==> src/rtl/pls_pkg.sv <==
// Constants for the PLL lock status and source select block
// Operation
// Enabled lock-loss pin high when unlocked
// Disabled lock-loss pin is released
// Polarity bit inverts lock-loss level
// Lock state always readable in status
// Select pin low external, high internal
// Board always drives select pins defined
// Board ties unused channel select high
// Format bits set differential pair drive
// CMOS format drives both pins in phase
// Config port is serial target, shared data; the code has a parallel AHB-Lite slave instead
// Interrupt pin enabled, polarity selectable
// Four independent identical channels
package pls_pkg;
	localparam int NCH = 4;
	localparam logic [7:0] ADDR_CTRL = 8'h00;
	localparam logic [7:0] ADDR_FMT = 8'h04;
	localparam logic [7:0] ADDR_LOCK = 8'h08;
	localparam logic [7:0] ADDR_SEL = 8'h0c;
	localparam logic [7:0] ADDR_IRQ_STAT = 8'h10;
	localparam logic [7:0] ADDR_IRQ_MASK = 8'h14;
	// Control register: per channel nibble
	localparam int CTRL_LOL_EN = 0;
	localparam int CTRL_LOL_POL = 1;
	localparam int CTRL_IRQ_EN = 2;
	localparam int CTRL_IRQ_POL = 3;
	localparam logic [15:0] CTRL_RESET = 16'h0000;
	localparam logic [7:0] FMT_RESET = 8'h00;
	localparam logic [3:0] MASK_RESET = 4'h0;
	// Output format codes, two bits per channel
	typedef enum logic [1:0] {
		PLS_FMT_PECL = 2'b00,
		PLS_FMT_LVDS = 2'b01,
		PLS_FMT_CML = 2'b10,
		PLS_FMT_CMOS = 2'b11
	} pls_fmt_t;
endpackage

==> src/rtl/pls_top.sv <==
// PLL lock status and source select, four channels, AHB-Lite registers
//
// The AHB-Lite slave port and the register addresses were left to the implementer.
`timescale 1ns/100ps
module pls_top
	import pls_pkg::*;
(
	// Clock and reset
	input wire logic CORE_CLK,
	input wire logic RESETN,
	// AHB-Lite slave
	input wire logic HSEL,
	input wire logic [31:0] HADDR,
	input wire logic [1:0] HTRANS,
	input wire logic HWRITE,
	input wire logic [2:0] HSIZE,
	input wire logic [31:0] HWDATA,
	input wire logic HREADY,
	output logic [31:0] HRDATA,
	output logic HREADYOUT,
	output logic HRESP,
	// PLL side
	input wire logic [pls_pkg::NCH-1:0] PLL_UNLOCKED,
	input wire logic [pls_pkg::NCH-1:0] EXTERNAL_CLOCK_INPUT,
	input wire logic [pls_pkg::NCH-1:0] INTERNAL_REFERENCE_SOURCE,
	// Board pins
	input wire logic [pls_pkg::NCH-1:0] SOURCE_SELECT_INPUT,
	output logic [pls_pkg::NCH-1:0] LOCK_LOSS_OUTPUT,
	output logic [pls_pkg::NCH-1:0] LOCK_LOSS_OE_N,
	output logic [pls_pkg::NCH-1:0] CLOCK_OUTPUT_PAIR_P,
	output logic [pls_pkg::NCH-1:0] CLOCK_OUTPUT_PAIR_N,
	output logic [pls_pkg::NCH-1:0] IRQ_PIN_O,
	output logic [pls_pkg::NCH-1:0] IRQ_PIN_OE_N,
	output logic IRQ
);
	import pls_pkg::*;

	logic [15:0] ctrl_ff;
	logic [7:0] fmt_ff;
	logic [3:0] mask_ff;
	logic [3:0] stat_ff;
	logic [3:0] lock_ff;
	logic [3:0] sel_w;
	logic irq_ff;
	logic [3:0] irqo_ff, irqoe_ff;
	logic ph_ff, ph_wr_ff;
	logic [7:0] ph_addr_ff;
	logic [31:0] rdata_ff;
	logic nxt_take;
	logic [3:0] nxt_stat;
	logic rd_stat;

	// Address phase capture; slave never inserts wait states
	always_comb
	begin
		nxt_take = HSEL && HREADY && HTRANS[1];
	end
	always_ff @(posedge CORE_CLK)
	begin
		if (!RESETN)
		begin
			ph_ff <= 1'b0;
			ph_wr_ff <= 1'b0;
			ph_addr_ff <= 8'h00;
		end
		else if (HREADY)
		begin
			ph_ff <= nxt_take;
			ph_wr_ff <= HWRITE;
			ph_addr_ff <= HADDR[7:0];
		end
	end
	assign HREADYOUT = 1'b1;
	assign HRESP = 1'b0;

	// Writes in data phase
	always_ff @(posedge CORE_CLK)
	begin
		if (!RESETN)
		begin
			ctrl_ff <= CTRL_RESET;
			fmt_ff <= FMT_RESET;
			mask_ff <= MASK_RESET;
		end
		else if (ph_ff && ph_wr_ff)
		begin
			case (ph_addr_ff)
				ADDR_CTRL: ctrl_ff <= HWDATA[15:0];
				ADDR_FMT: fmt_ff <= HWDATA[7:0];
				ADDR_IRQ_MASK: mask_ff <= HWDATA[3:0];
				default: ;
			endcase
		end
	end

	// Read data, registered at the address phase so it stands in the data phase
	always_ff @(posedge CORE_CLK)
	begin
		if (!RESETN)
			rdata_ff <= 32'h0000_0000;
		else if (nxt_take && !HWRITE)
		begin
			case (HADDR[7:0])
				ADDR_CTRL: rdata_ff <= {16'h0000, ctrl_ff};
				ADDR_FMT: rdata_ff <= {24'h000000, fmt_ff};
				ADDR_LOCK: rdata_ff <= {28'h0000000, lock_ff};
				ADDR_SEL: rdata_ff <= {28'h0000000, sel_w};
				ADDR_IRQ_STAT: rdata_ff <= {28'h0000000, stat_ff};
				ADDR_IRQ_MASK: rdata_ff <= {28'h0000000, mask_ff};
				default: rdata_ff <= 32'h0000_0000;
			endcase
		end
	end
	assign HRDATA = rdata_ff;

	// Lock state sampled; loss-of-lock edge sets sticky bit, set beats read clear
	assign rd_stat = nxt_take && !HWRITE && (HADDR[7:0] == ADDR_IRQ_STAT);
	always_comb
	begin
		nxt_stat = rd_stat ? 4'h0 : stat_ff;
		nxt_stat = nxt_stat | (PLL_UNLOCKED & ~lock_ff);
	end
	always_ff @(posedge CORE_CLK)
	begin
		if (!RESETN)
		begin
			lock_ff <= 4'h0;
			stat_ff <= 4'h0;
			irq_ff <= 1'b0;
		end
		else
		begin
			lock_ff <= PLL_UNLOCKED;
			stat_ff <= nxt_stat;
			irq_ff <= |(nxt_stat & mask_ff);
		end
	end
	assign IRQ = irq_ff;

	// Per channel interrupt pins: drive only when enabled, level by polarity
	always_ff @(posedge CORE_CLK)
	begin
		if (!RESETN)
		begin
			irqo_ff <= 4'h0;
			irqoe_ff <= 4'hf;
		end
		else
		begin
			for (int i = 0; i < NCH; i++)
			begin
				irqo_ff[i] <= (stat_ff[i] & mask_ff[i]) ^ ~ctrl_ff[4*i+CTRL_IRQ_POL];
				irqoe_ff[i] <= ~ctrl_ff[4*i+CTRL_IRQ_EN];
			end
		end
	end
	assign IRQ_PIN_O = irqo_ff;
	assign IRQ_PIN_OE_N = irqoe_ff;

	// Four identical independent channels
	generate
		for (genvar c = 0; c < NCH; c++)
		begin : g_ch
			pls_chan u_ch (
				.clk(CORE_CLK),
				.rst_n(RESETN),
				.lol_en(ctrl_ff[4*c+CTRL_LOL_EN]),
				.lol_pol(ctrl_ff[4*c+CTRL_LOL_POL]),
				.fmt(fmt_ff[2*c+1:2*c]),
				.unlocked(PLL_UNLOCKED[c]),
				.sel_raw(SOURCE_SELECT_INPUT[c]),
				.ref_ext(EXTERNAL_CLOCK_INPUT[c]),
				.ref_int(INTERNAL_REFERENCE_SOURCE[c]),
				.lol_o(LOCK_LOSS_OUTPUT[c]),
				.lol_oe_n(LOCK_LOSS_OE_N[c]),
				.sel(sel_w[c]),
				.out_p(CLOCK_OUTPUT_PAIR_P[c]),
				.out_n(CLOCK_OUTPUT_PAIR_N[c])
			);
		end
	endgenerate
endmodule

==> src/rtl/pls_chan.sv <==
// One PLL channel: lock pin, source select and output pair
`timescale 1ns/100ps
module pls_chan
	import pls_pkg::*;
(
	// Clock and reset
	input wire logic clk,
	input wire logic rst_n,
	// Settings
	input wire logic lol_en,
	input wire logic lol_pol,
	input wire logic [1:0] fmt,
	// Status in
	input wire logic unlocked,
	input wire logic sel_raw,
	input wire logic ref_ext,
	input wire logic ref_int,
	// Outputs
	output logic lol_o,
	output logic lol_oe_n,
	output logic sel,
	output logic out_p,
	output logic out_n
);
	logic s1_ff, s2_ff, s3_ff, sel_ff;
	logic nxt_ref;
	// Three stage capture; change taken once stages two and three agree
	always_ff @(posedge clk)
	begin
		if (!rst_n)
		begin
			s1_ff <= 1'b1;
			s2_ff <= 1'b1;
			s3_ff <= 1'b1;
			sel_ff <= 1'b1;
		end
		else
		begin
			s1_ff <= sel_raw;
			s2_ff <= s1_ff;
			s3_ff <= s2_ff;
			if (s2_ff == s3_ff)
				sel_ff <= s3_ff;
		end
	end
	assign sel = sel_ff;
	always_comb
	begin
		nxt_ref = sel_ff ? ref_int : ref_ext;
	end
	always_ff @(posedge clk)
	begin
		if (!rst_n)
		begin
			lol_o <= 1'b0;
			lol_oe_n <= 1'b1;
			out_p <= 1'b0;
			out_n <= 1'b0;
		end
		else
		begin
			lol_o <= unlocked ^ lol_pol;
			lol_oe_n <= ~lol_en;
			out_p <= nxt_ref;
			if (pls_fmt_t'(fmt) == PLS_FMT_CMOS)
				out_n <= nxt_ref;
			else
				out_n <= ~nxt_ref;
		end
	end
endmodule

==> config.mk <==
export PLATFORM = sky130hd
export DESIGN_NAME = pls_top
export DESIGN_NICKNAME = d
export VERILOG_FILES = /design/src/rtl/pls_pkg.sv /design/src/rtl/pls_top.sv /design/src/rtl/pls_chan.sv
export SDC_FILE = /design/constraint.sdc
export NUM_CORES = 1
export LEC_CHECK = 0
export ABC_AREA = 1
export BUFFER_PORTS_ARGS = -buffer_cell sky130_fd_sc_hd__buf_2
export CAP_MARGIN = 20
export CORE_MARGIN = 2
export CORE_UTILIZATION = 48
export DETAILED_ROUTE_END_ITERATION = 10
export HOLD_SLACK_MARGIN = 0.03
export PLACE_DENSITY = 0.77
export SYNTH_ARGS = -nofsm -noshare
export SYNTH_HDL_FRONTEND = slang
export SYNTH_SLANG_ARGS = --single-unit
==> constraint.sdc <==
create_clock -name CORE_CLK -period 2.9 [get_ports CORE_CLK]
set_input_delay 0.145 -clock CORE_CLK [delete_from_list [all_inputs] [get_ports CORE_CLK]]
set_output_delay 0.145 -clock CORE_CLK [all_outputs]
set_load 0.02 [all_outputs]
==> summary.md, run 1 <==
Timing would allow up to 637.4 MHz. The power per unit of standard cell area is 520.6 mW/mm². After synthesis the netlist holds a flip-flop and latch count of 103. Dividing the detail-routed wire length by the instance count gives 12.81 µm. The total of endpoints with negative setup slack in the final report came out at 0.

The detailed-routing iteration count for the pre-antenna-repair pass is 5. The initial antenna violation count is 0, and the setup fix buffers added after clock tree synthesis is 0. The number of port buffers works out to 86.

The minimum period implied by the final worst setup slack works out to 1.569 ns. The number of global-route vias before repair is 3263. The period utilization is 0.5410. The placed wire-length estimate is 6.493 mm, and the switching part of the total is 0.2753.

The endpoint class of the critical path is a register. The run gives 714.2 µW as the switching component of the power. The worst setup path is of the input pin to register kind. Summed over all layers, the global routing overflow is 0. In the final design database the tool counted 695 nets. The critical path ends at IRQ.

The startpoint identified for the worst register-to-register timing path is ph_addr_ff[0]. Between clock sinks in the finished design, the worst skew comes to 0.01533 ns. Setup repair after global routing left no endpoint under its margin.

The share of final-layout standard cells stronger than drive strength 1 came out at 0.2754. The logs give 0.341 for the fraction of power consumed by the clock network and 15.17 mm for the wire length of the first global-routing pass. After clock tree synthesis, the clock-pin slew on the worst setup and hold paths is 0.10 ns. After technology mapping, the gate count stands at 520. The die covers 0.009699 mm². In this run the core area contains 34 standard-cell rows.

STA classifies the critical path startpoint as an input pin. The routed layout has 3481 vias. Synthesized area per cell: 8.241 µm². For the worst flop-to-flop path, the logic depth is 5. The number of clock buffers added by TritonCTS is 9. In this run the worst setup path begins at HADDR[5]. For this run, the leading register cell type out of synthesis is dfxtp_1.

The logs give 0 for the number of hold-slack violations in the final timing report and 0.05667 ns for the hold slack. The routed design has 9.201 mm of wire. The tools report the global-route usage over all layers as 0.1961. After detailed routing, the number of vias per cell comes to 4.848.

Yosys mapped a number of flops with a built-in enable equal to 0. Cell internal power was estimated by the tool at 1880 µW. For the total of warnings raised by yosys, the log shows 0.

The number of distinct library cell variants in the gate-level netlist after synthesis came out at 32. TritonCTS built the clock tree. The tools report the area of the placeable core as 0.008678 mm².

The synthesized netlist occupies a cell area of 0.004285 mm². Entering global routing, the biggest net connects 62 pins. For this design the static power due to leakage is 0.002271 µW.

Max-cap violations in this run came to 0. For the pin with the worst max-slew slack, the measured transition is 1.000 ns. The run gives 0.093 as the share of power burned in combinational logic. At the end of routability-driven placement, the weighted congestion stood at 0.8705. The initial standard-cell utilization of the core came out at 0.4938. In this run the vertical extent of the chip is 98.49 µm. For flop-to-flop paths, the worst setup slack is 1.43 ns. The number of antenna diodes in the final layout is 0. The area added between synthesis and finish is 16.29%, and the depth of the CTS H-tree is 3. The endpoint identified for the worst register-to-register timing path is ctrl_ff[11]. Of all nets on the critical path, the largest fanout is 9. During I/O placement, the number of pins put on the boundary was 149. In this run the remaining antenna-violating nets after routing total 0.

Data on the critical path is required at its endpoint by 3.13 ns. For the portion of the post-synthesis area used by sequential elements, the log shows 0.4812. Total chip power: 2594 µW. The tools report the sequential share of power as 0.566. The width of the chip is 98.49 µm, and the maximum count of clock buffers along a single path is 2. The cell sitting at the root of the clock tree is a clkbuf_8. The proportion of register bits with asynchronous set or reset after synthesis is 0, and the number of DRC violations after detailed routing is 0. The logs give 1.80 ns for the arrival time of the worst setup path and 0 for the final count of pins violating max slew.

The path class of the tightest hold or removal check is input pin to register. The run gives 0.38 ns as the later-pin clock latency in the skew report. The flow ran to the end, and the final reports show no timing, DRC or antenna violations. In this run, the number of DRC markers left after iteration 0 of detailed routing was 208. Across the VDD grid, the largest voltage drop is 0.2442 mV. The aggregate negative setup slack was 0 ns; the number of clock sinks was 103. The relative max-transition margin came out at 0.3325.
==> cell families after synthesis <==
logic type,after synthesis,synth area share
and+or+nand+nor,183,0.2210
xor gates and xnor gates,4,0.008174
other,2,0.001752
buffers and inverters,106,0.1328
DFF,103,0.4812
AOI/OAI and AO/OA,122,0.1550
==> layout make-up <==
cell class | instances | area (µm²)
fillers | 811 | 3695
inverters | 54 | 205.2
flip-flops and latches | 103 | 2062
clock inverters | 7 | 77.57
well taps | 108 | 135.1
clock buffers | 9 | 123.9
multi-input cells | 327 | 1714
repair buffers | 110 | 665.6
==> worst max-delay path, cell delays in order <==
cell           delay [ns]
dlygate4sd3_1        0.54
buf_2                0.13
inv_2                0.07
nand2_1              0.09
nor2_4               0.23
nand3_2              0.15
nand2_1              0.12
nand2_1              0.06
nand2_1              0.06
nand2_1              0.06
nor2_1               0.10
nor2_1               0.04
==> how the worst min path moves through the flow <==
stage	from	to	slack, ns	cells past startpoint
after floorplan	PLL_UNLOCKED[0]	lock_ff[0]	0.24	2
after global placement	SOURCE_SELECT_INPUT[0]	g_ch[0].u_ch.s1_ff	0.33	2
after detailed placement	SOURCE_SELECT_INPUT[0]	g_ch[0].u_ch.s1_ff	0.34	2
after CTS	HWDATA[3]	mask_ff[3]	0.04	3
after global routing	HWDATA[4]	ctrl_ff[4]	0.04	3
final	HWDATA[3]	mask_ff[3]	0.06	3
==> cells in the final DEF, fill, tap and decap left out, drive strengths merged <==
cell | netlist | routed
dfxtp | 103 | 103
nand2 | 96 | 96
buf | 44 | 88
o21ai | 61 | 61
a21oi | 57 | 57
inv | 52 | 54
nor2 | 42 | 42
nand3 | 30 | 30
dlygate4sd3 | 0 | 22
conb | 2 | 18
or2 | 12 | 12
clkbuf | 8 | 9
clkinv | 2 | 6
xnor2 | 4 | 4
o22ai | 4 | 4
nor4 | 1 | 1
nor3 | 1 | 1
nor3b | 1 | 1
clkinvlp | 0 | 1
==> flip-flops by register name, indices dropped and copies added, names as in the netlist, 8 cells and up <==
name	count
HRDATA	16
ctrl_ff	16
ph_addr_ff	8
fmt_ff	8
==> cells in the mapped netlist (7+ instances only) <==
master | number | area (µm²)
nand2_1 | 86 | 322.8
or2_2 | 12 | 75.07
dfxtp_1 | 103 | 2062
a21oi_1 | 51 | 255.2
nor2_1 | 36 | 135.1
nand3_1 | 24 | 120.1
o21ai_2 | 7 | 61.31
o21ai_1 | 17 | 85.08
buf_4 | 35 | 262.8
inv_1 | 39 | 146.4
inv_2 | 13 | 48.80
o21ai_0 | 37 | 185.2
clkbuf_1 | 8 | 30.03
==> layer usage <==
metal  part of all wire  vias to the layer above  wire [µm]  global-route usage
met5                  0                        -          0                   0
met4              0.013                        0        119             0.06217
met3              0.054                        8        498             0.03830
met2               0.50                      100       4564              0.3255
met1               0.44                     1584       4018              0.2598
li1                   -                     1789          -                   -
==> metrics by stage <==
step,cell area (µm²),utilization,std cells,worst slack [ns]
2_1_floorplan,4345,-,536,1.708
3_3_place_gp,4562,0.5257,680,1.326
3_5_place_dp,4562,0.5257,680,1.308
4_1_cts,4984,0.5743,718,1.370
5_1_grt,4984,0.5743,718,1.195
6_report,4984,0.5743,718,1.331
==> power groups by stage <==
stage	clock [µW]	sequential, µW	combinational, µW
2_1_floorplan	0	1500	177
3_3_place_gp	0	1500	213
3_5_place_dp	0	1500	219
4_1_cts	909	1470	242
5_1_grt	962	1470	268
6_report	884	1470	241
==> what timing repair did <==
item	in CTS	in global routing
resized for setup	0	0
hold buffers	22	0
hold endpoints to repair	23	0
No activity file was read; power rests on OpenSTA's default activity.
==> run 2, diff against run 1 <==
==> constraint.sdc (replaced) <==
create_clock -name CORE_CLK -period 1.5 [get_ports CORE_CLK]
set_input_delay 0.075 -clock CORE_CLK [delete_from_list [all_inputs] [get_ports CORE_CLK]]
set_output_delay 0.075 -clock CORE_CLK [all_outputs]
set_load 0.02 [all_outputs]
==> summary.md, run 2 (synthesized netlist as in run 1, its figures left out) <==
The flow ran to the end, and the final reports show no timing, DRC or antenna violations. Buffer type at the clock tree root: clkbuf_8. Global routing finished with a remaining overflow of 0. Across all layers, the routed design uses 3673 vias. Routability congestion estimate: 0.8625. For this block, the routed nets add up to 10.20 mm of wire.

The maximum number of pins on one net before global-route repair is 45, and the final worst clock skew is 0.02088 ns. Once layout is complete, the cells apart from fillers number 746. Counting I/O delays and the setup requirement, the final critical path takes 1.444 ns. For the setup slack after placement, the log shows 0.05425 ns. Summing all multi-input logic gate instances after layout gives 0.001777 mm². The area growth from synthesis to layout is 24.85%.

The run gives 0 as the number of hold-slack violations in the final timing report. 0 antenna diodes ended up in the layout. The number of placed cells counting well taps came out at 684. The critical path goes through dlygate4sd3_1, buf_2, inv_2, nand2_2, nor2_4, buf_4, nand3_1, nand2_1, nor2_1, nand2_1, nand2_1, a21oi_2. After legalization and detailed placement, the total HPWL measured 6.568 mm. The arrival time of the worst setup path is 1.73 ns. The largest voltage drop on the vdd net was 0.5171 mV; the remaining number of nets flagged by the antenna check after routing was 0. The number of buffers and inverters on the critical path is 4. The period utilization was 0.9627.

Number of DRC violations after detailed routing: 0. The final-layout fill cell count is 794, and the total placed instance area is 0.004617 mm². Summing all flip-flop and latch instances after layout gives 0.002062 mm².

The flop-to-flop setup slack was 0.08 ns; the total clock buffers created by CTS was 9. Leaving out fill and tap cells, the most frequent cell in the layout is dfxtp_1. The detailed router finished its first iteration with 244 violations. The logs give 0 for the initial antenna violation count and 0.05593 ns for the least setup slack across all paths after layout. 149 I/O pins were placed. The critical path's most frequent cell is nand2_1.

The tree built by TritonCTS fans out to 103 sinks. The worst hold path begins at EXTERNAL_CLOCK_INPUT[3]. The peak fanout along the critical path is 7, and the cell depth of the worst flop-to-flop path is 8. The worst hold path was traced through 3 stages. The endpoint identified for the worst register-to-register timing path is fmt_ff[0].

From left edge to right edge, the die measures 98.49 µm. After detailed routing, the average wire length per cell comes to 13.67 µm. The final count of pins violating max slew is 0, and the power per unit of standard cell area is 969.5 mW/mm². The die covers 0.009699 mm². The logs give 15.78 mm for the wire length of the first global-routing pass and 723 for the number of nets in the final layout. Clock latency on the worst-skew pair, taken at its later pin, is 0.36 ns. Number of global-route vias before repair: 3386. Setup violations remaining at the end of the flow were counted as 0.

After floorplanning, the core was divided into 34 placement rows. Among all stages on the critical path, the largest delay is contributed by dlygate4sd3_1. Static timing analysis puts the maximum clock frequency at 692.5 MHz. In the layout the commonest cells are dfxtp_1 (103), buf_2 (85), nand2_1 (83). The min-delay analysis places its worst path in the category input pin to register. In this run the deepest clock path goes through 2 buffers. On the worst path, the slowest cell contributes a delay of 0.55 ns. Using the TritonRoute via totals, the vias-per-cell ratio works out to 4.924.

STA classifies the critical path startpoint as an input pin. After clock tree synthesis, the clock-pin slew on the worst setup and hold paths is 0.09 ns. The tools report the global-route usage over all layers as 0.2016. The H-tree was split into 3 levels. The worst setup path is captured at a register. The first TritonRoute pass finished after 6 iterations.

Grouping stages by cell kind, the critical path spends the most delay in buffers and inverters. TritonCTS built the clock tree. The initial standard-cell utilization of the core was 0.4938. The share of final-layout standard cells stronger than drive strength 1 was 0.2915; the area of the placeable core was 0.008678 mm².

Number of maximum-capacitance constraint violations: 0. Summed over all failing endpoints, the final setup total negative slack is 0 ns. The tools report the start of the worst register-to-register path as ph_addr_ff[5]. In this run the tool buffered the top-level ports with 86 buffer cells. The end point of the worst hold path was g_ch[3].u_ch.out_p. Data on the critical path is required at its endpoint by 1.79 ns. The critical path in this run is classified as input pin to register.

The die boundary height was 98.49 µm; the cell area after layout was 0.005350 mm². For the reported leakage power, the log shows 0.002433 µW.
## run 2: layer usage
metal / track usage / vias up / share of wire
met5: 0 / - / 0
met4: 0.06955 / 0 / 0.016
met3: 0.03901 / 14 / 0.062
met2: 0.3312 / 128 / 0.50
met1: 0.2674 / 1687 / 0.43
li1: - / 1844 / -
## run 2: final cells by class
type | instances | share of cell area
well taps | 108 | 0.02526
flip-flops and latches | 103 | 0.3854
multi-input cells | 328 | 0.3321
inverters | 54 | 0.03859
clock inverters | 6 | 0.01239
clock buffers | 10 | 0.02572
repair buffers | 137 | 0.1805
## run 2: worst min-delay path: stages
cell and delay (ns):
buf_2 0.07, o21ai_0 0.13, nor2_1 0.11
## run 2: per-stage QoR
| step | total power, µW | util | hold WS, ns |
|---|---|---|---|
| floorplan | 3244 | - | 0.1685 |
| global placement | 3325 | 0.5320 | 0.2628 |
| detailed placement | 3338 | 0.5320 | 0.2630 |
| CTS | 5174 | 0.5993 | 0.05735 |
| global route | 5395 | 0.6165 | 0.09186 |
| finish | 5187 | 0.6165 | 0.06442 |
## run 2: what timing repair did
item	in CTS	in global routing
hold buffers	38	0
setup buffers	0	7
endpoints found under the setup margin	0	17
gates resized for setup	0	14
hold endpoints to repair	54	0
## run 2: worst max path at each step
stage,cells after the start,endpoint,startpoint
floorplan,7,ctrl_ff[4],ph_addr_ff[5]
global placement,5,ctrl_ff[14],ph_addr_ff[0]
detailed placement,5,ctrl_ff[15],ph_addr_ff[0]
CTS,5,ctrl_ff[15],ph_addr_ff[0]
global route,12,HRDATA[1],HADDR[5]
finish,12,HRDATA[2],HADDR[5]
## run 2: power breakdown
group,leakage (µW),internal (µW),total (µW),switching (µW)
Combinational,0.00148,233,552,319
Clock,0.000107,828,1790,964
Sequential,0.000842,2800,2840,39.6
Total,0.00243,3860,5190,1320
==> run 3, diff against run 2 <==
--- a/config.mk
+++ b/config.mk
@@ -15,4 +15,5 @@
 export PLACE_DENSITY = 0.77
 export SYNTH_ARGS = -nofsm -noshare
 export SYNTH_HDL_FRONTEND = slang
+export SYNTH_HIERARCHICAL = 1
 export SYNTH_SLANG_ARGS = --single-unit
==> summary.md, run 3 <==
The logs give 1.72 ns for the arrival time of the worst setup path and 0 for the total of endpoints with negative setup slack in the final report. Across the VDD grid, the largest voltage drop is 0.4707 mV. The initial antenna violation count came out at 0. For the number of DRC violations after detailed routing, the log shows 0. The most used flip-flop cell after synthesis is dfxtp_1. For the final routed database, the setup TNS stands at 0 ns. Clock tree synthesis found a total of 103 sinks.

The tools report the global-route usage over all layers as 0.2014. The worst hold path begins at EXTERNAL_CLOCK_INPUT[1]. In this run the power density over the cells is 962.4 mW/mm². After detailed placement, the total cell area comes to 0.004657 mm². The clock tree synthesis step divided the H-tree into 3 levels.

Compared with the post-synthesis result, the final layout area differs by 24.81%. The analysis attributes to cell leakage a power of 0.002423 µW. The sum of routed wire length over all layers was 9.408 mm; the number of flops mapped to enable cells by yosys was 0.

The die boundary height was 97.66 µm. The cell with the most instances after synthesis is dfxtp_1. A synthesized cell averages 7.929 µm².

In this run the count of I/O pins placed on the die edge is 149. The tools report the endpoint class of the critical path as a register. The run gives 0.004210 mm² as the post-synth design cell area.

The critical-path cell with the highest stage delay is dlygate4sd3_1. Setup repair after global routing could not meet its margin everywhere. STA classifies the critical path startpoint as an input pin.

The internal portion of total power was 3705 µW; the cell depth of the worst hold path was 5. The first global-routing pass estimated 15.67 mm of wire. The endpoint identified for the worst register-to-register timing path is ctrl_ff[4]. The run gives 9 as the total clock buffers created by CTS. Subtracting the final worst setup slack from the clock period gives 1.451 ns.

For the total number of placement rows, the log shows 34. Entering global routing, the biggest net connects 34 pins. Summing all non-filler instances in the final layout gives an area of 0.005255 mm². On the final layout, the worst clock skew is 0.01265 ns.

The tools report the fraction of power consumed by the clock network as 0.341. Synthesis produced 531 cells. The die covers 0.009537 mm². For this run, the slowest stage of the critical path takes 0.52 ns. The detail route stage leaves a number of antenna-violating nets equal to 0. Using the TritonRoute via totals, the vias-per-cell ratio works out to 4.809. After global routing the overflow that remains totals 0. The proportion of register bits with asynchronous set or reset after synthesis is 0.

Across the run, the number of max-cap violations was 0. The run finished with clean final reports. The share of final-layout standard cells stronger than drive strength 1 came out at 0.2515. The worst setup path is of the input pin to register kind. The clock-pin slew on the worst setup and hold paths is 0.11 ns.

The cell type with the largest total area after synthesis was dfxtp_1. The sequential share of power is 0.561, and the final-layout fill cell count is 807. The top cell types in the final layout, fill and taps aside, are dfxtp_1 (103), nand2_1 (97), buf_2 (86). The logs give 0 for the final count of pins violating max slew and 0 for the antenna diode count. The critical path goes through dlygate4sd3_1, buf_2, inv_2, nand2_4, nor2_4, nand3_4, nand2_1, nand2_1, nand2_1, nand2_1, nor2_1, nor2_1. The path with the worst hold slack has its endpoint at g_ch[1].u_ch/out_p. The portion of synthesized cell area occupied by the leading cell type is 0.4897. The clock passes through at most 2 buffers. At the later pin of the worst-skew pair, clock insertion delay measures 0.37 ns. The start of the worst register-to-register path is ph_addr_ff[7]. For this block, the via count after detailed routing is 3693. Ranked by instance count, the synthesized netlist is headed by dfxtp_1 (103), nand2_1 (101), nor2_1 (55), a21oi_1 (48), o21ai_0 (46). The data required time at the worst endpoint came out at 1.77 ns. The tightest min-delay check is of the input pin to register type. Dividing the detail-routed wire length by the instance count gives 12.25 µm. Number of hold-slack violations in the final timing report: 0. Sorting the synthesized cells by area gives the leading types as dfxtp_1 (49%), nand2_1 (9.0%), a21oi_1 (5.7%), o21ai_0 (5.5%), nor2_1 (4.9%).

The number of global-route vias before repair was 3470. The region available for standard cell placement spans 0.008593 mm². Detailed-routing iteration count for the pre-antenna-repair pass: 5.

The congestion estimate from routability-driven global placement came to 0.8911. The portion of the post-synthesis area used by sequential elements was 0.4897. The number of port buffers came out at 86. The synthesized netlist contains 29 unique library cells. For this design the total switching power over the nets is 1352 µW. Yosys printed 6 warnings.

CTS placed an instance of clkbuf_8 at the clock tree root. In this run, synthesis produced a sequential element count of 103. The tools report the total chip power as 5058 µW. Leaving out fill and tap cells, the most frequent cell in the layout is dfxtp_1. The wire-length estimate of the detail-placed layout is 6.709 mm. The cell depth of the worst flop-to-flop path came out at 7. The period utilization came out at 0.9673. The run gives 0.4900 as the initial standard-cell utilization of the core.

The peak fanout along the critical path works out to 9. The critical path's most frequent cell was nand2_1. On the final layout, the worst hold slack is 0.03211 ns.

Setup slack on the worst reg-to-reg path comes out at 0.14 ns. Static timing analysis puts the maximum clock frequency at 689.2 MHz. TritonCTS built the clock tree. The detailed router finished its first iteration with 173 violations. The switching part of the total works out to 0.2674.

At the end of the flow, the number of nets in the layout was 745. The width of the chip was 97.66 µm; the share of power burned in combinational logic was 0.098.
[run 3: changes by cell type after synthesis, sizes merged, moves of 6 or more]
cell,before,now
nor2,42,60
nand3,30,38
nand2,96,115
o21ai,61,52
clkinv,2,8
buf,44,27
[run 3: worst max-delay path: cells and delay by family]
kind	cells	cell delay (ns)
simple gates	9	0.92
buf+inv	3	0.71
[run 3: cell families after synthesis]
group	Yosys count	share of synthesized area
AND/OR/NAND/NOR	228	0.2672
AO/OA/AOI/OAI	104	0.1272
flip-flops	103	0.4897
XOR/XNOR	4	0.008320
buffers and inverters	90	0.1058
other	2	0.001784
[run 3: per-stage QoR]
stage | utilization | setup WS [ns] | std cells
2_1_floorplan | - | 0.3591 | 547
3_3_place_gp | 0.5419 | 0.1380 | 714
3_5_place_dp | 0.5419 | 0.1307 | 714
4_1_cts | 0.6069 | 0.05820 | 766
5_1_grt | 0.6115 | -0.03771 | 768
6_report | 0.6115 | 0.04901 | 768
[run 3: power groups by stage]
stage / Clock [µW] / Combinational (µW) / Sequential, µW
3_5_place_dp: 0 / 415 / 2900
5_1_grt: 1870 / 550 / 2850
3_3_place_gp: 0 / 405 / 2900
4_1_cts: 1760 / 488 / 2840
6_report: 1720 / 495 / 2840
2_1_floorplan: 0 / 277 / 2920
[run 3: final cells by class]
type | instances | area [µm²] | area share
Inverter | 55 | 212.7 | 0.04048
Clock inverter | 6 | 60.06 | 0.01143
Sequential cell | 103 | 2062 | 0.3924
Timing Repair Buffer | 132 | 865.8 | 0.1648
Tap cell | 108 | 135.1 | 0.02571
Clock buffer | 10 | 137.6 | 0.02619
Multi-Input combinational cell | 354 | 1782 | 0.3390
[run 3: worst max path at each step]
stage	startpoint	endpoint	slack (ns)	cells past startpoint
CTS	HADDR[4]	HRDATA[3]	0.06	12
global route	HADDR[7]	IRQ	-0.04	12
floorplan	ph_addr_ff[7]	ctrl_ff[1]	0.36	7
detailed placement	ph_addr_ff[7]	ctrl_ff[4]	0.13	7
finish	HADDR[6]	IRQ	0.05	12
global placement	ph_addr_ff[0]	ctrl_ff[14]	0.14	5
[run 3: layer usage]
| metal | track usage | wire [µm] |
|---|---|---|
| met3 | 0.03022 | 433 |
| met4 | 0.08654 | 257 |
| met2 | 0.3353 | 4541 |
| met1 | 0.2599 | 4175 |
| met5 | 0 | 0 |
[run 3: what timing repair did]
action / in CTS / in global routing
buffers inserted: 0 / 2
hold endpoints to repair: 52 / 0
setup endpoints to repair: 0 / 13
resized for setup: 0 / 9
hold buffers: 36 / 0
